==> src/pkg/sxe_pkg.sv <==
// Constants and types for the swap, skip, table-read and exclusive-or executor
package sxe_pkg;
  localparam int DATA_W  = 8;
  localparam int DADDR_W = 8;
  localparam int PADDR_W = 13;
  localparam int PWORD_W = 16;
  localparam int PAGE_W  = PADDR_W - DADDR_W;
  localparam int BIT_W   = 3;
  localparam int NIB_LO  = 0;
  localparam int NIB_HI  = 4;
  localparam int NIB_W   = 4;
  localparam int PLO_LSB = 0;
  localparam int PHI_LSB = 8;
  localparam logic [DATA_W-1:0]  WORK_RST  = 8'h00;
  localparam logic [DATA_W-1:0]  TABLE_HIGH_BYTE_REG_RST  = 8'h00;
  localparam logic [PAGE_W-1:0]  LAST_PAGE = 5'h1F;
  localparam logic [DATA_W-1:0]  ZERO_BYTE = 8'h00;

  // Operation codes presented by the sequencer
  typedef enum logic [3:0] {
    SXE_OP_NONE   = 4'h0,
    SXE_OP_SWAPW  = 4'h1,
    SXE_OP_SKZ    = 4'h2,
    SXE_OP_CPSKZ  = 4'h3,
    SXE_OP_SKBC   = 4'h4,
    SXE_OP_TRDS   = 4'h5,
    SXE_OP_TRDC   = 4'h6,
    SXE_OP_TRDL   = 4'h7,
    SXE_OP_XORW   = 4'h8,
    SXE_OP_EXCLUSIVE_OR_TO_MEMORY   = 4'h9,
    SXE_OP_XORI   = 4'hA
  } sxe_op_t;

  // One-hot sequencer states
  typedef enum logic [3:0] {
    SXE_ST_IDLE  = 4'b0001,
    SXE_ST_DREAD = 4'b0010,
    SXE_ST_PREAD = 4'b0100,
    SXE_ST_DUMMY = 4'b1000
  } sxe_state_t;
endpackage : sxe_pkg

==> src/pkg/sxe_alu_if.sv <==
// Interface between executor control and its result logic
interface sxe_alu_if;
  sxe_pkg::sxe_op_t              op;
  logic [sxe_pkg::DATA_W-1:0]    work;
  logic [sxe_pkg::DATA_W-1:0]    mem;
  logic [sxe_pkg::DATA_W-1:0]    imm;
  logic [sxe_pkg::BIT_W-1:0]     bit_sel;
  logic [sxe_pkg::DATA_W-1:0]    result;
  logic                          skip;
  logic                          zero_upd;
  logic                          work_wr;
  logic                          mem_wr;
  modport ctrl (output op, work, mem, imm, bit_sel,
                input result, skip, zero_upd, work_wr, mem_wr);
  modport alu  (input op, work, mem, imm, bit_sel,
                output result, skip, zero_upd, work_wr, mem_wr);
endinterface : sxe_alu_if

==> src/rtl/sxe_alu.sv <==
// Result, skip and write decisions for data-memory operations
module sxe_alu
(
  sxe_alu_if.alu a          // Operands in, decisions out
);
  // Function: byte equals zero
  function automatic logic sxe_is_zero(input logic [sxe_pkg::DATA_W-1:0] v);
    sxe_is_zero = (v == sxe_pkg::ZERO_BYTE);
  endfunction : sxe_is_zero

  // Decode op into result and side effects
  always_comb
  begin
    a.result   = a.mem;
    a.skip     = 1'b0;
    a.zero_upd = 1'b0;
    a.work_wr  = 1'b0;
    a.mem_wr   = 1'b0;
    case (a.op)
      sxe_pkg::SXE_OP_SWAPW:
      begin
        a.result = {a.mem[sxe_pkg::NIB_LO +: sxe_pkg::NIB_W],
                    a.mem[sxe_pkg::NIB_HI +: sxe_pkg::NIB_W]};
        a.work_wr = 1'b1;
      end
      sxe_pkg::SXE_OP_SKZ:
        a.skip = sxe_is_zero(a.mem);
      sxe_pkg::SXE_OP_CPSKZ:
      begin
        a.work_wr = 1'b1;
        a.skip    = sxe_is_zero(a.mem);
      end
      sxe_pkg::SXE_OP_SKBC:
        a.skip = ~a.mem[a.bit_sel];
      sxe_pkg::SXE_OP_XORW:
      begin
        a.result   = a.work ^ a.mem;
        a.work_wr  = 1'b1;
        a.zero_upd = 1'b1;
      end
      sxe_pkg::SXE_OP_EXCLUSIVE_OR_TO_MEMORY:
      begin
        a.result   = a.work ^ a.mem;
        a.mem_wr   = 1'b1;
        a.zero_upd = 1'b1;
      end
      sxe_pkg::SXE_OP_XORI:
      begin
        a.result   = a.work ^ a.imm;
        a.work_wr  = 1'b1;
        a.zero_upd = 1'b1;
      end
      default:
        a.result = a.mem;
    endcase
  end
endmodule : sxe_alu

==> src/rtl/sxe_exec.sv <==
// Executor for swap, zero-skip, table-read and exclusive-or instructions
module sxe_exec
(
  input  wire logic                          mclk_in,        // System clock
  input  wire logic                          resetn_in,      // Sync reset, low
  input  wire logic                          start_in,       // Issue pulse
  input  wire logic [3:0]                    op_in,          // Operation code
  input  wire logic [sxe_pkg::DADDR_W-1:0]   maddr_in,       // Data address
  input  wire logic [sxe_pkg::DATA_W-1:0]    imm_in,         // Immediate byte
  input  wire logic [sxe_pkg::BIT_W-1:0]     bit_sel_in,     // Bit index
  input  wire logic [sxe_pkg::PAGE_W-1:0]    cur_page_in,    // Current page
  input  wire logic [sxe_pkg::DATA_W-1:0]    tbl_ptr_hi_in,  // Pointer high
  input  wire logic [sxe_pkg::DATA_W-1:0]    tbl_ptr_lo_in,  // Pointer low
  input  wire logic [sxe_pkg::DATA_W-1:0]    dmem_rdata_in,  // Data read value
  input  wire logic [sxe_pkg::PWORD_W-1:0]   pmem_rdata_in,  // Program word
  output logic      [sxe_pkg::DADDR_W-1:0]   dmem_addr_out,  // Data address
  output logic                               dmem_rd_out,    // Data read strobe
  output logic                               dmem_wr_out,    // Data write strobe
  output logic      [sxe_pkg::DATA_W-1:0]    dmem_wdata_out, // Data write value
  output logic      [sxe_pkg::PADDR_W-1:0]   pmem_addr_out,  // Program address
  output logic                               pmem_rd_out,    // Program read strobe
  output logic      [sxe_pkg::DATA_W-1:0]    work_out,       // Working register
  output logic      [sxe_pkg::DATA_W-1:0]    tbl_high_out,   // Table high byte
  output logic                               zero_flag_out,  // Zero flag
  output logic                               skip_out,       // Skip taken pulse
  output logic                               dummy_out,      // Dummy slot pulse
  output logic                               busy_out,       // Executing
  output logic                               done_out        // Completion pulse
);
  sxe_alu_if a ();

  sxe_pkg::sxe_state_t                   state;
  sxe_pkg::sxe_state_t                   next_state;
  sxe_pkg::sxe_op_t                      op_q;
  sxe_pkg::sxe_op_t                      next_op_q;
  logic [sxe_pkg::DATA_W-1:0]            imm_q;
  logic [sxe_pkg::DATA_W-1:0]            next_imm_q;
  logic [sxe_pkg::BIT_W-1:0]             bit_q;
  logic [sxe_pkg::BIT_W-1:0]             next_bit_q;
  logic [sxe_pkg::DATA_W-1:0]            working_register;
  logic [sxe_pkg::DATA_W-1:0]            next_working_register;
  logic [sxe_pkg::DATA_W-1:0]            table_high_byte_reg;
  logic [sxe_pkg::DATA_W-1:0]            next_table_high_byte_reg;
  logic                                  zero_flag;
  logic                                  next_zero_flag;
  logic [sxe_pkg::DADDR_W-1:0]           next_dmem_addr;
  logic                                  next_dmem_rd;
  logic                                  next_dmem_wr;
  logic [sxe_pkg::DATA_W-1:0]            next_dmem_wdata;
  logic [sxe_pkg::PADDR_W-1:0]           next_pmem_addr;
  logic                                  next_pmem_rd;
  logic                                  next_skip;
  logic                                  next_dummy;
  logic                                  next_done;
  sxe_pkg::sxe_op_t                      op_new;
  logic                                  issue;

  // Function: table-read op test
  function automatic logic sxe_is_table(input sxe_pkg::sxe_op_t o);
    sxe_is_table = (o == sxe_pkg::SXE_OP_TRDS) || (o == sxe_pkg::SXE_OP_TRDC)
                || (o == sxe_pkg::SXE_OP_TRDL);
  endfunction : sxe_is_table

  // Function: op needs a data read
  function automatic logic sxe_needs_mem(input sxe_pkg::sxe_op_t o);
    sxe_needs_mem = (o != sxe_pkg::SXE_OP_NONE) && (o != sxe_pkg::SXE_OP_XORI)
                 && !sxe_is_table(o);
  endfunction : sxe_needs_mem

  // Operand feed to result logic
  assign a.op      = op_q;
  assign a.work    = working_register;
  assign a.mem     = dmem_rdata_in;
  assign a.imm     = imm_q;
  assign a.bit_sel = bit_q;

  sxe_alu u_alu
  (
    .a (a.alu)
  );

  // Request taken this edge; a start while busy is dropped
  assign op_new = sxe_pkg::sxe_op_t'(op_in);
  assign issue  = start_in && (state == sxe_pkg::SXE_ST_IDLE);

  // Sequencer: state and latched request fields
  always_comb
  begin
    next_state = state;
    next_op_q  = op_q;
    next_imm_q = imm_q;
    next_bit_q = bit_q;
    case (state)
      sxe_pkg::SXE_ST_IDLE:
      begin
        if (issue)
        begin
          next_op_q  = op_new;
          next_imm_q = imm_in;
          next_bit_q = bit_sel_in;
          if (sxe_is_table(op_new))
            next_state = sxe_pkg::SXE_ST_PREAD;
          else if (sxe_needs_mem(op_new))
            next_state = sxe_pkg::SXE_ST_DREAD;
        end
      end
      sxe_pkg::SXE_ST_DREAD:
      begin
        // A taken skip spends one more slot
        if (a.skip)
          next_state = sxe_pkg::SXE_ST_DUMMY;
        else
          next_state = sxe_pkg::SXE_ST_IDLE;
      end
      sxe_pkg::SXE_ST_PREAD:
        next_state = sxe_pkg::SXE_ST_IDLE;
      sxe_pkg::SXE_ST_DUMMY:
        next_state = sxe_pkg::SXE_ST_IDLE;
      default:
        next_state = sxe_pkg::SXE_ST_IDLE;
    endcase
  end

  // Sequencer registers
  always_ff @(posedge mclk_in)
  begin
    if (!resetn_in)
    begin
      state <= sxe_pkg::SXE_ST_IDLE;
      op_q  <= sxe_pkg::SXE_OP_NONE;
      imm_q <= sxe_pkg::ZERO_BYTE;
      bit_q <= '0;
    end
    else
    begin
      state <= next_state;
      op_q  <= next_op_q;
      imm_q <= next_imm_q;
      bit_q <= next_bit_q;
    end
  end

  // Working register, table high byte and zero flag
  always_comb
  begin
    next_working_register    = working_register;
    next_table_high_byte_reg = table_high_byte_reg;
    next_zero_flag           = zero_flag;
    case (state)
      sxe_pkg::SXE_ST_IDLE:
      begin
        // Immediate exclusive-or needs no memory cycle
        if (issue && (op_new == sxe_pkg::SXE_OP_XORI))
        begin
          next_working_register = working_register ^ imm_in;
          next_zero_flag        = ((working_register ^ imm_in) == sxe_pkg::ZERO_BYTE);
        end
      end
      sxe_pkg::SXE_ST_DREAD:
      begin
        // Read data is valid this cycle
        if (a.work_wr)
          next_working_register = a.result;
        if (a.zero_upd)
          next_zero_flag = (a.result == sxe_pkg::ZERO_BYTE);
      end
      sxe_pkg::SXE_ST_PREAD:
        next_table_high_byte_reg = pmem_rdata_in[sxe_pkg::PHI_LSB +: sxe_pkg::DATA_W];
      default:
        next_zero_flag = zero_flag;
    endcase
  end

  // Architectural registers
  always_ff @(posedge mclk_in)
  begin
    if (!resetn_in)
    begin
      working_register    <= sxe_pkg::WORK_RST;
      table_high_byte_reg <= sxe_pkg::TABLE_HIGH_BYTE_REG_RST;
      zero_flag           <= 1'b0;
    end
    else
    begin
      working_register    <= next_working_register;
      table_high_byte_reg <= next_table_high_byte_reg;
      zero_flag           <= next_zero_flag;
    end
  end

  // Data and program memory port drive
  always_comb
  begin
    next_dmem_addr  = dmem_addr_out;
    next_dmem_rd    = 1'b0;
    next_dmem_wr    = 1'b0;
    next_dmem_wdata = dmem_wdata_out;
    next_pmem_addr  = pmem_addr_out;
    next_pmem_rd    = 1'b0;
    case (state)
      sxe_pkg::SXE_ST_IDLE:
      begin
        if (issue)
        begin
          next_dmem_addr = maddr_in;
          if (sxe_is_table(op_new))
          begin
            next_pmem_rd = 1'b1;
            case (op_new)
              sxe_pkg::SXE_OP_TRDS:
                next_pmem_addr = {tbl_ptr_hi_in[sxe_pkg::PAGE_W-1:0],
                                  tbl_ptr_lo_in};
              sxe_pkg::SXE_OP_TRDC:
                next_pmem_addr = {cur_page_in, tbl_ptr_lo_in};
              default:
                next_pmem_addr = {sxe_pkg::LAST_PAGE, tbl_ptr_lo_in};
            endcase
          end
          else if (sxe_needs_mem(op_new))
            next_dmem_rd = 1'b1;
        end
      end
      sxe_pkg::SXE_ST_DREAD:
      begin
        if (a.mem_wr)
        begin
          next_dmem_wr    = 1'b1;
          next_dmem_wdata = a.result;
        end
      end
      sxe_pkg::SXE_ST_PREAD:
      begin
        // Low byte of the program word goes to data memory
        next_dmem_wr    = 1'b1;
        next_dmem_wdata = pmem_rdata_in[sxe_pkg::PLO_LSB +: sxe_pkg::DATA_W];
      end
      default:
        next_dmem_rd = 1'b0;
    endcase
  end

  // Memory port registers
  always_ff @(posedge mclk_in)
  begin
    if (!resetn_in)
    begin
      dmem_addr_out  <= '0;
      dmem_rd_out    <= 1'b0;
      dmem_wr_out    <= 1'b0;
      dmem_wdata_out <= sxe_pkg::ZERO_BYTE;
      pmem_addr_out  <= '0;
      pmem_rd_out    <= 1'b0;
    end
    else
    begin
      dmem_addr_out  <= next_dmem_addr;
      dmem_rd_out    <= next_dmem_rd;
      dmem_wr_out    <= next_dmem_wr;
      dmem_wdata_out <= next_dmem_wdata;
      pmem_addr_out  <= next_pmem_addr;
      pmem_rd_out    <= next_pmem_rd;
    end
  end

  // Skip, dummy-slot and completion pulses
  always_comb
  begin
    next_skip  = 1'b0;
    next_dummy = 1'b0;
    next_done  = 1'b0;
    case (state)
      sxe_pkg::SXE_ST_IDLE:
        next_done = issue && !sxe_is_table(op_new) && !sxe_needs_mem(op_new);
      sxe_pkg::SXE_ST_DREAD:
      begin
        next_skip  = a.skip;
        next_dummy = a.skip;
        next_done  = !a.skip;
      end
      sxe_pkg::SXE_ST_PREAD:
        next_done = 1'b1;
      sxe_pkg::SXE_ST_DUMMY:
        next_done = 1'b1;
      default:
        next_done = 1'b0;
    endcase
  end

  // Pulse registers
  always_ff @(posedge mclk_in)
  begin
    if (!resetn_in)
    begin
      skip_out  <= 1'b0;
      dummy_out <= 1'b0;
      done_out  <= 1'b0;
    end
    else
    begin
      skip_out  <= next_skip;
      dummy_out <= next_dummy;
      done_out  <= next_done;
    end
  end

  // Registered views of internal state
  assign work_out      = working_register;
  assign tbl_high_out  = table_high_byte_reg;
  assign zero_flag_out = zero_flag;
  assign busy_out      = ~state[0];
endmodule : sxe_exec

==> config.mk <==
export PLATFORM = sky130hd
export DESIGN_NAME = sxe_exec
export DESIGN_NICKNAME = d
export VERILOG_FILES = /design/src/pkg/sxe_pkg.sv /design/src/pkg/sxe_alu_if.sv /design/src/rtl/sxe_alu.sv /design/src/rtl/sxe_exec.sv
export SDC_FILE = /design/constraint.sdc
export NUM_CORES = 1
export LEC_CHECK = 0
export ABC_AREA = 0
export BUFFER_PORTS_ARGS = -buffer_cell sky130_fd_sc_hd__buf_2
export CELL_PAD_IN_SITES_DETAIL_PLACEMENT = 0
export CELL_PAD_IN_SITES_GLOBAL_PLACEMENT = 1
export CORE_MARGIN = 1
export CORE_UTILIZATION = 32
export DETAILED_ROUTE_END_ITERATION = 8
export PLACE_DENSITY_LB_ADDON = 0.1
export SLEW_MARGIN = 20
export SYNTH_ARGS = -nofsm -noshare
export SYNTH_HDL_FRONTEND = slang
export SYNTH_HIERARCHICAL = 1
export SYNTH_SLANG_ARGS = --single-unit
export TNS_END_PERCENT = 1
==> constraint.sdc <==
create_clock -name mclk_in -period 2 [get_ports mclk_in]
set_clock_uncertainty 0.05 [all_clocks]
set_input_delay 0.4 -clock mclk_in [delete_from_list [all_inputs] [get_ports mclk_in]]
set_output_delay 0.4 -clock mclk_in [all_outputs]
set_load 0.005 [all_outputs]
Word-level counts from Yosys, hierarchy flattened

Index checks and enable logic that the tools add are counted.

Input bits: 71
Bits in registers: 70
Output and inout bits: 53

Reductions and logical operators: 31
Bitwise operators: 8
Eq/ne operators: 22
$lt $le $gt $ge: 1
Muxes and demuxes: 26

Operators with widths:

| cell                                                | count |
|---|---|
| one-hot mux 8 bit (2 select lines)                  | 2 |
| one-hot mux 13 bit (2 select lines)                 | 1 |
| logical NOT 8 bit                                   | 3 |
| two-way mux 8 bit                                   | 3 |
| one-hot mux 8 bit (3 select lines)                  | 1 |
| bitwise XOR 8 bit                                   | 3 |
| equality test 4 x 3 -> 1 bit, second input constant | 5 |
| equality test 4 bit, second input constant          | 5 |
| two-way mux 4 bit                                   | 4 |
| equality test 4 x 2 -> 1 bit, second input constant | 3 |
| AND reduction 3 bit                                 | 4 |
| two-way mux 1 bit                                   | 9 |
| equality test 4 x 1 -> 1 bit, second input constant | 2 |
| inequality test 2 bit, second input constant        | 4 |
| one-hot mux 4 bit (2 select lines)                  | 1 |
| AND reduction 2 bit                                 | 4 |
| OR reduction 4 bit                                  | 2 |
| logical AND 1 bit                                   | 6 |
| one-hot mux 1 bit (2 select lines)                  | 3 |
| OR reduction 2 bit                                  | 3 |
| NOT 1 bit                                           | 5 |
| < comparator 3 x 4 -> 1 bit, second input constant  | 1 |
| inequality test 4 bit, second input constant        | 1 |
| nonzero test 2 bit                                  | 2 |
| other kinds (8)                                     | 11 |

Logic depth before layout (Yosys ltp)

Gate-level depths: netlist (run 1).

Depth in word-level cells: 9
Mapped depth: 10

Hierarchy

The synthesis (run 1) kept the hierarchy.

By module, submodules not included:

| module   | area an instance (um^2) | cells each | sequential area each (um^2) | instances |
|---|---|---|---|---|
| sxe_exec | 2972.9                  | 364        | 1401.3                      | 1 |
| sxe_alu  | 442.9                   | 52         | 0.0                         | 1 |

Least setup slack after synthesis (run 1)

OpenSTA, ideal clock, no wires.

Path kind: register to register
From: register op_q[3] (netlist: a.op[3])
To: register zero_flag (netlist: zero_flag_out)
Setup time: 0.078 ns
Required time: 1.872 ns
Cell stages (with the launch flop): 11
Period minus slack after synthesis: 2.007 ns
Arrival: 1.879 ns
Buffers on the path: 1
Setup slack: -0.007 ns
Path through: dfxtp_1 > and4bb_1 > buf_6 > mux2i_1 > xor2_1 > o21ai_1 > nor4_1 > nand3_1 > nand3_1 > a21oi_1 > nor3_1

Word-level cells in the longest chain between the ends: 6
Elaborated cells between the ends (all ways): 13
Classes of those cells: 5 x eq/ne; 4 x mux; 4 x reduce/logical

Ends and longest elaborated chain:

| element                                | RTL line        | RTL |
|---|---|---|
| start, declared                        | sxe_exec.sv:34  | `sxe_pkg::sxe_op_t op_q;` |
| start signal, assigned                 | sxe_exec.sv:130 | `op_q <= sxe_pkg::SXE_OP_NONE;` |
| start signal, assigned                 | sxe_exec.sv:137 | `op_q <= next_op_q;` |
| equality test 4 bit                    | sxe_alu.sv:19   | `case (a.op)` |
| OR reduction 2 bit (no line)           | --              |  |
| one-hot mux 8 bit (3 select lines) (*) | sxe_alu.sv:19   |  |
| named net a.result (one bit)           | sxe_alu_if.sv:8 | `logic [sxe_pkg::DATA_W-1:0] result;` |
| logical NOT 8 bit (*)                  | sxe_exec.sv:165 | `next_zero_flag = (a.result == sxe_pkg::ZERO_BYTE);` |
| two-way mux 1 bit (*)                  | sxe_exec.sv:164 | `if (a.zero_upd)` |
| one-hot mux 1 bit (2 select lines) (*) | sxe_exec.sv:149 | `case (state)` |
| end signal, assigned                   | sxe_exec.sv:187 | `zero_flag <= next_zero_flag;` |
| end, declared                          | sxe_exec.sv:44  | `logic zero_flag;` |

The timed path passes the listed nets; every way through them passes the cells marked *. The select of a mux whose other input is x is not followed.
A chain may end at the register's enable or synchronous reset.

Worst setup path after layout (run 1)

From: register op_q[2] (netlist: a.op[2])
To: register zero_flag (netlist: zero_flag_out)

Same word-level chain as after synthesis.

==> impl_metrics.csv, run 1 <==
group,metric,value,unit
cts,cts_sinks,70,
placed_design,place_congestion,0.842,
cts,cts_buffers,9,
drt,via_per_inst,4.78,
cells_and_area,fill_cells,1124,
logic_synthesis,syn-num-nets,487,
logic_synthesis,yosys.area.top_type_share,0.410,
pwr,leakage,1.96,nW
logic_synthesis,synthAdderAreaFrac,0,
drt,dr.pass1.iters,4,
logic_synthesis,synthArstFlopShare,0,
status,violations,"negative setup slack",
placed_design,place_inst,683,
cts,root_buffer,"clkbuf_8",
drt,drt-total-wl,10100,um
drt,antenna_left,0,
timing,min_period_over_period,1.05,
placed_design,port_buffers,120,
floorplan,io_pins,124,
logic_synthesis,syn_area,3420,um2
timing,slew_viol_final,0,
grt,grt_pass1_vias,3216,
logic_synthesis,synth.largest_area_cell,"dfxtp_1",
worst_hold_path,worstHoldEndpoint,"a.bit_sel[2]",
timing,hold_viol,0,
floorplan,dieWidth,105,um
logic_synthesis,yosysUniqueCellTypes,49,
grt,grt_max_degree,52,
critical_path,critPathCaptureType,"flip-flop",
cells_and_area,n_antenna_cell,0,
cells_and_area,drive_above_1_share,0.347,
pwr,power.density,724,nW/um2
grt,gr-total-overflow,0,
floorplan,core_area,10300,um2
critical_path,r2r-start,"a.op[2]",
status,status,"complete, but fails checks",
critical_path,r2r_setup_slack,-0.1,ns
timing,rsz0062_at_grt,"true",
logic_synthesis,synth_flop_cell,"dfxtp_1",
timing,fmax,477,MHz
logic_synthesis,synth.area.mux_share,0.0630,
timing,setup_viol,1,
drt,vias,3349,
logic_synthesis,synth-xor-area-share,0.0308,
worst_hold_path,min_path_cells,3,
critical_path,reg2regPathDepth,10,
logic_synthesis,synth_edf_count,0,
cts,path_clk_slew,0.08,ns
timing,worst_pin_slew,0.596,ns
grt,grt_usage,0.188,
cells_and_area,instances_no_fill,701,
cts,cts_buffer_depth,2,
grt,antenna_found_initial,0,
logic_synthesis,synth_warnings,6,
critical_path,critPathLaunchType,"flip-flop",
floorplan,design.die.area,11100,um2
logic_synthesis,synth_top_family_by_area,"simple AND/OR/NAND/NOR gates",
timing,max_slew_margin,0.603,
drt,routedWlPerCell,14.4,um
drt,drtIter0Drc,138,
logic_synthesis,syn-instance-count,416,
cts,cts_tree,"yes",
logic_synthesis,avgSynthCellArea,8.21,um2
timing,setup_ws,-0.0983,ns
timing,period_needed,2.10,ns
floorplan,fp-row-count,37,
critical_path,r2r_end,"zero_flag_out",
logic_synthesis,synth_simple_gate_area_frac,0.253,
logic_synthesis,yosys-top-cells-area,"dfxtp_1, nand2_1, a21oi_1",
critical_path,crit_type,"flip-flop to flip-flop",
logic_synthesis,synth_compound_gate_area_share,0.196,
cells_and_area,fin_nets,631,
drt,drc,0,
flow_run,cap_violations,0,
critical_path,crit_fanout,8,
placed_design,dpl_worst_slack,-0.119,ns
pwr,vdd_drop_max,0.000594,V
floorplan,start_util,0.331,
logic_synthesis,synth-seq-area-share,0.410,
cts,ctsHoldBuffers,0,
worst_hold_path,holdCritStartpoint,"bit_sel_in[2]",
placed_design,dpl.hpwl,7270,um
critical_path,worstPathArrival,2.33,ns
cts,htreeDepth,3,
logic_synthesis,ys_seq_elements,70,
critical_path,required,2.23,ns
cts,clk_latency,0.35,ns
floorplan,die_h,105,um
cells_and_area,synthToLayoutAreaGrowth,35.1,%
worst_hold_path,hold_class,"primary input to flip-flop",
grt,grt_pass1_wl,16400,um
## cell usage after synthesis (all sizes together), types with 9 or more instances
master / count
nand2: 107
dfxtp: 70
a21oi: 40
o21ai: 26
nor2: 23
mux2i: 17
buf: 13
nand2b: 13
nor2b: 11
clkbuf: 10
a22oi: 9
a311oi: 9
xor2: 9
## layer usage
layer / routed length, um / GRT usage / up-vias
met5: 0 / 0 / -
met4: 134 / 0.0604 / 0
met3: 470 / 0.0414 / 10
met2: 4570 / 0.305 / 90
met1: 4900 / 0.248 / 1517
li1: - / - / 1732
## sequential cells by signal, indices dropped and copies added (netlist names), 3 cells and up
signal          flops
state               4
dmem_addr_out       8
a.op                4
a.bit_sel           3
work_out            8
a.imm               8
dmem_wdata_out      8
pmem_addr_out      13
tbl_high_out        8
## cells in the final DEF, fill, tap and decap left out, types with 6 or more instances in the layout
cell type / instances
clkbuf_8: 11
nor2b_1: 11
dfxtp_1: 67
a22oi_1: 8
a311oi_1: 7
nor3_1: 6
buf_2: 120
o21ai_1: 13
mux2i_1: 16
xor2_1: 9
a21oi_1: 39
nand2b_1: 13
nand2_1: 104
o21ai_0: 13
nor2_1: 22
inv_1: 7
buf_4: 33
## how the worst max path moves through the flow
stage                  from             to  slack (ns)
floorplan           a.op[1]  zero_flag_out        0.02
detailed placement  a.op[0]  zero_flag_out       -0.12
global placement    a.op[0]  zero_flag_out       -0.06
finish              a.op[2]  zero_flag_out        -0.1
CTS                 a.op[2]  zero_flag_out       -0.07
global route        a.op[2]  zero_flag_out       -0.27
## stage by stage
stage / util / area (um2) / power [mW] / setup TNS (ns) / hold WS, ns
global route: 0.447 / 4620 / 3.51 / -0.950 / 0.224
detailed placement: 0.421 / 4350 / 2.03 / -0.119 / 0.394
floorplan: - / 3420 / 1.77 / 0 / 0.386
finish: 0.447 / 4620 / 3.34 / -0.0983 / 0.235
global placement: 0.421 / 4350 / 2.03 / -0.0587 / 0.388
CTS: 0.445 / 4600 / 3.39 / -0.0747 / 0.220
## critical path, stage by stage (launching register included)
cell	delay, ns
dfxtp_2	0.32
and4bb_1	0.31
buf_12	0.15
mux2i_1	0.21
xor2_1	0.16
o21ai_1	0.11
nor4_2	0.32
nand3_1	0.14
nand3_1	0.11
a21oi_1	0.04
nor3_1	0.11
## final cells by class
class                   count  area (um2)  area share
clock buffers              11         151      0.0328
clock inverters             5        81.3      0.0176
inverters                   8        30.0     0.00651
multi-input cells         315        1880       0.407
flip-flops and latches     70        1410       0.304
well taps                 136         170      0.0369
repair buffers            156         900       0.195
## repair_timing
action | in CTS | in global routing
buffers inserted | 2 | 0
pin swaps | 6 | 2
gates resized for setup | 1 | 5
endpoints found under the setup margin | 1 | 10
## kinds of logic after synthesis
family / Yosys count
AO/OA/AOI/OAI: 104
XOR/XNOR: 12
buffers and inverters: 31
flip-flops: 70
multiplexers: 19
AND/OR/NAND/NOR: 180
## report_power, final
group / internal (mW) / switching, mW / leakage (nW)
sequential: 1.45 / 0.0355 / 0.570
clock: 0.771 / 0.559 / 0.116
combinational: 0.248 / 0.282 / 1.28
total: 2.46 / 0.876 / 1.96
Note: power is estimated with default switching activity, not from simulation.
==> inputs of run 2 (changes only) <==
--- a/config.mk
+++ b/config.mk
@@ -13,6 +13,7 @@
 export CORE_UTILIZATION = 32
 export DETAILED_ROUTE_END_ITERATION = 8
 export PLACE_DENSITY_LB_ADDON = 0.1
+export REMOVE_ABC_BUFFERS = 1
 export SLEW_MARGIN = 20
 export SYNTH_ARGS = -nofsm -noshare
 export SYNTH_HDL_FRONTEND = slang
==> impl_metrics.csv, run 2 (same netlist as run 1, synthesis figures left out) <==
group,metric,value,unit
cells_and_area,largest_reg_flops,13,
grt,gr-total-overflow,0,
grt,antenna_found_initial,0,
timing,max_slew_margin,0.696,
cts,path_clk_slew,0.08,ns
timing,hold_viol,0,
worst_hold_path,worstHoldEndpoint,"tbl_high_out[4]",
critical_path,required,2.24,ns
floorplan,design.die.area,11100,um2
drt,drtIter0Drc,136,
critical_path,cp_cell_sequence,"and4bb_1 > buf_12 > mux2i_1 > xor2_1 > o21ai_1 > nor4_2 > nand3_1 > nand3_1 > a21oi_1 > nor3_1",
timing,setup_ws,-0.0865,ns
cells_and_area,final_common_cell,"buf_2",
placed_design,dpl_worst_slack,-0.153,ns
flow_run,cap_violations,0,
placed_design,dpl.hpwl,7370,um
drt,antenna_left,0,
floorplan,fp-row-count,37,
timing,worst_pin_slew,0.455,ns
critical_path,slowest_stage,"dfxtp_1",
critical_path,reg2regPathDepth,10,
drt,drt-total-wl,9790,um
floorplan,start_util,0.331,
status,violations,"negative setup slack",
pwr,leakage,1.98,nW
worst_hold_path,hold_class,"primary input to flip-flop",
placed_design,port_buffers,120,
cells_and_area,synthToLayoutAreaGrowth,35.2,%
critical_path,worstPathArrival,2.32,ns
grt,grt_pass1_vias,3296,
grt,met3_usage,0.0383,
drt,drc,0,
floorplan,die_h,105,um
grt,gr-usage-met2,0.291,
cells_and_area,fin_nets,635,
cells_and_area,n_antenna_cell,0,
cells_and_area,regMostFlops,"pmem_addr_out",
critical_path,critical_path.top_delay_family,"simple AND/OR/NAND/NOR gates",
drt,routedWlPerCell,13.9,um
floorplan,core_area,10300,um2
timing,rsz0062_at_grt,"true",
grt,grt_usage,0.186,
pwr,vdd_drop_max,0.000318,V
critical_path,slowest_delay,0.31,ns
cts,cts_buffer_depth,2,
timing,setup_viol,1,
pwr,power.density,705,nW/um2
critical_path,crit_type,"flip-flop to flip-flop",
critical_path,crit_fanout,8,
critical_path,r2r_end,"zero_flag_out",
critical_path,path_common_cell,"nand3_1",
worst_hold_path,min_path_cells,3,
critical_path,r2r-start,"a.op[2]",
status,status,"complete, but fails checks",
cells_and_area,drive_above_1_share,0.348,
grt,grt_max_degree,34,
grt,grt_pass1_wl,16100,um
grt,top_usage_layer,"met2",
cts,root_buffer,"clkbuf_8",
floorplan,dieWidth,105,um
critical_path,critPathCaptureType,"flip-flop",
critical_path,critPathLaunchType,"flip-flop",
floorplan,io_pins,124,
critical_path,r2r_setup_slack,-0.09,ns
timing,slew_viol_final,0,
timing,hold_slack,0.223,ns
cts,htreeDepth,3,
cts,cts_tree,"yes",
timing,fmax,479,MHz
cts,clk_latency,0.36,ns
grt,met1_usage,0.242,
drt,dr.pass1.iters,4,
placed_design,place_congestion,0.837,
cts,ctsHoldBuffers,0,
cts,cts_buffers,9,
cells_and_area,layout_common_cells,"buf_2, nand2_1, dfxtp_1",
worst_hold_path,holdCritStartpoint,"pmem_rdata_in[12]",
timing,min_period_over_period,1.04,
drt,via_per_inst,4.84,
critical_path,critPathBufInv,1,
cts,cts_sinks,70,
drt,vias,3414,
timing,period_needed,2.09,ns
[run 2: cell count changes in the layout (fill, tap and decap cells not counted), moves of 2 or more]
cell      change
buf_4         +6
dfxtp_1       +3
dfxtp_2       -3
clkbuf_8      +2
o21ai_1       -2
o21ai_2       +2
[run 2: cell type report]
cell class | count | area [um2]
Tap cell | 136 | 170
Timing Repair Buffer | 160 | 913
Fill cell | 1087 | 5700
Clock inverter | 3 | 40.0
Inverter | 8 | 30.0
Clock buffer | 13 | 179
Sequential cell | 70 | 1400
Multi-Input combinational cell | 315 | 1890
[run 2: report_power, final]
group / internal [mW] / leakage, nW / switching (mW)
Clock: 0.708 / 0.115 / 0.544
Sequential: 1.44 / 0.569 / 0.0342
Combinational: 0.247 / 1.29 / 0.279
[run 2: worst max path at each step]
stage | from | end | slack, ns | depth (start not counted)
3_5_place_dp | a.op[0] | zero_flag_out | -0.15 | 10
3_3_place_gp | a.op[0] | zero_flag_out | -0.15 | 10
5_1_grt | a.op[2] | zero_flag_out | -0.27 | 10
2_1_floorplan | state[0] | dmem_wdata_out[6] | -0.71 | 5
4_1_cts | a.op[2] | zero_flag_out | -0.13 | 10
6_report | a.op[2] | zero_flag_out | -0.09 | 10
[run 2: layer usage]
| layer | share of wire | vias to the layer above |
|---|---|---|
| li1 | - | 1739 |
| met1 | 0.48 | 1557 |
| met2 | 0.44 | 104 |
| met3 | 0.058 | 14 |
| met4 | 0.020 | 0 |
| met5 | 0 | - |
[run 2: stage by stage]
stage	utilization	total power, mW	setup TNS [ns]	std cells	area [um2]
after floorplan	-	1.75	-11.17	393	3290
after global placement	0.423	2.02	-0.148	687	4370
after detailed placement	0.423	2.03	-0.153	687	4370
after CTS	0.446	3.30	-0.127	705	4600
after global routing	0.447	3.43	-0.668	705	4620
final	0.447	3.26	-0.0865	705	4620
[run 2: repair_timing]
action | CTS | global route
pin swaps | 7 | 4
setup endpoints to repair | 1 | 7
resized for setup | 0 | 4
buffers inserted | 2 | 0
[run 2: worst min-delay path: cells and delay by family]
kind                   cells  cell delay [ns]
buffers and inverters      1             0.10
and+or+nand+nor            1             0.05
AOI/OAI and AO/OA          1             0.05
==> inputs of run 3 (changes only) <==
--- a/config.mk
+++ b/config.mk
@@ -10,7 +10,7 @@
 export CELL_PAD_IN_SITES_DETAIL_PLACEMENT = 0
 export CELL_PAD_IN_SITES_GLOBAL_PLACEMENT = 1
 export CORE_MARGIN = 1
-export CORE_UTILIZATION = 32
+export CORE_UTILIZATION = 28
 export DETAILED_ROUTE_END_ITERATION = 8
 export PLACE_DENSITY_LB_ADDON = 0.1
 export REMOVE_ABC_BUFFERS = 1
==> impl_metrics.csv, run 3 (same netlist as run 1, synthesis figures left out) <==
group,metric,value,unit
status,status,"complete, but fails checks",
status,violations,"negative setup slack",
cells_and_area,largest_reg_flops,13,
cts,cts_buffer_depth,2,
pwr,p_sw_frac,0.245,
cells_and_area,fill_cells,1246,
cells_and_area,layout_common_cells,"buf_2, nand2_1, dfxtp_1",
timing,worst_pin_slew,0.468,ns
grt,grt_usage,0.176,
floorplan,fp-row-count,39,
timing,setup_viol,3,
pwr,p_int,2.80,mW
grt,antenna_found_initial,0,
critical_path,crit_fanout,8,
floorplan,core_area,11700,um2
placed_design,dpl.hpwl,7590,um
cells_and_area,multi_input_area,1880,um2
drt,vias,3417,
critical_path,required,2.21,ns
placed_design,port_buffers,120,
critical_path,critPathLaunchType,"flip-flop",
cts,root_buffer,"clkbuf_16",
grt,grt_pass1_vias,3346,
grt,gr-total-overflow,0,
cts,clk_latency,0.33,ns
pwr,power.density,782,nW/um2
critical_path,worstPathArrival,2.31,ns
critical_path,critPathCaptureType,"flip-flop",
drt,drt-total-wl,10400,um
cts,cts_buffers,9,
pwr,clockPowerShare,0.456,
timing,rsz0062_at_grt,"true",
placed_design,place_inst,694,
placed_design,place_congestion,0.807,
drt,routedWlPerCell,14.6,um
floorplan,dieWidth,112,um
timing,max_slew_margin,0.688,
timing,setup_ws,-0.104,ns
worst_hold_path,hold_class,"primary input to flip-flop",
timing,slew_viol_final,0,
floorplan,io_pins,124,
drt,via_per_inst,4.79,
cells_and_area,instances_no_fill,714,
critical_path,crit_type,"flip-flop to flip-flop",
grt,grt_pass1_wl,17200,um
pwr,leakage,2.03,nW
pwr,p_switching,0.912,mW
timing,hold_viol,0,
timing,period_needed,2.10,ns
grt,grt_max_degree,42,
cts,cts_sinks,70,
timing,fmax,475,MHz
timing,hold_slack,0.251,ns
floorplan,start_util,0.293,
cells_and_area,ff_latch_area,1400,um2
drt,antenna_left,0,
cts,path_clk_slew,0.06,ns
floorplan,design.die.area,12600,um2
drt,drtIter0Drc,200,
floorplan,die_h,112,um
cts,cts_tree,"yes",
pwr,p_seq_frac,0.398,
pwr,pwr-share-comb,0.146,
flow_run,cap_violations,0,
cells_and_area,regMostFlops,"pmem_addr_out",
cells_and_area,fin_nets,636,
cells_and_area,synthToLayoutAreaGrowth,39.1,%
pwr,vdd_drop_max,0.000269,V
cts,htreeDepth,3,
cells_and_area,final_common_cell,"buf_2",
cells_and_area,drive_above_1_share,0.346,
timing,min_period_over_period,1.05,
drt,dr.pass1.iters,4,
drt,drc,0,
run 3: final timing paths:
check	cells after the start	slack (ns)	start	end
worst max-delay path	10	-0.10	a.op[2]	zero_flag_out
worst min-delay path	3	0.25	maddr_in[1]	dmem_addr_out[1]
worst max register to register	10	-0.10	a.op[2]	zero_flag_out
worst min register to register	2	0.40	tbl_high_out[4]	tbl_high_out[4]
run 3: critical path, cell delays in order (launching register included):
cell      delay, ns
dfxtp_1        0.30
and4bb_1       0.31
buf_12         0.15
mux2i_1        0.21
xor2_1         0.17
o21ai_1        0.11
nor4_2         0.32
nand3_1        0.12
nand3_1        0.10
a21oi_1        0.04
nor3_1         0.14
run 3: layout make-up:
type / count / area share
diodes: 1 / 0.000527
clock buffers: 14 / 0.0598
clock inverters: 2 / 0.00790
inverters: 8 / 0.00632
multi-input cells: 315 / 0.396
flip-flops and latches: 70 / 0.295
well taps: 143 / 0.0377
repair buffers: 161 / 0.196
run 3: repair_timing:
| action | 4_1_cts | 5_1_grt |
|---|---|---|
| setup endpoints to repair | 1 | 19 |
| buffers inserted | 3 | 0 |
| gates resized for setup | 1 | 2 |
| hold buffers | 0 | 0 |
| pin swaps | 8 | 1 |
run 3: power groups by stage:
stage / clock [mW] / combinational [mW] / sequential (mW)
after global placement: 0 / 0.528 / 1.51
after detailed placement: 0 / 0.533 / 1.51
after floorplan: 0 / 0.241 / 1.51
final: 1.70 / 0.542 / 1.48
after global routing: 1.82 / 0.605 / 1.49
after CTS: 1.76 / 0.546 / 1.48
run 3: metal layers:
| metal | track usage | vias up | part of all wire |
|---|---|---|---|
| met2 | 0.286 | 92 | 0.45 |
| li1 | - | 1754 | - |
| met4 | 0.0818 | 0 | 0.020 |
| met3 | 0.0373 | 15 | 0.047 |
| met5 | 0 | - | 0 |
| met1 | 0.224 | 1556 | 0.48 |
run 3: metrics by stage:
stage               TNS (ns)   util  power (mW)  instance area, um2  setup WS (ns)
finish                -0.188  0.407        3.72                4750         -0.104
global route          -0.979  0.407        3.91                4750         -0.270
CTS                   -0.236  0.406        3.78                4740         -0.138
detailed placement    -0.168  0.376        2.04                4390         -0.168
global placement      -0.171  0.376        2.04                4390         -0.112
floorplan             -11.17      -        1.75                3290         -0.707
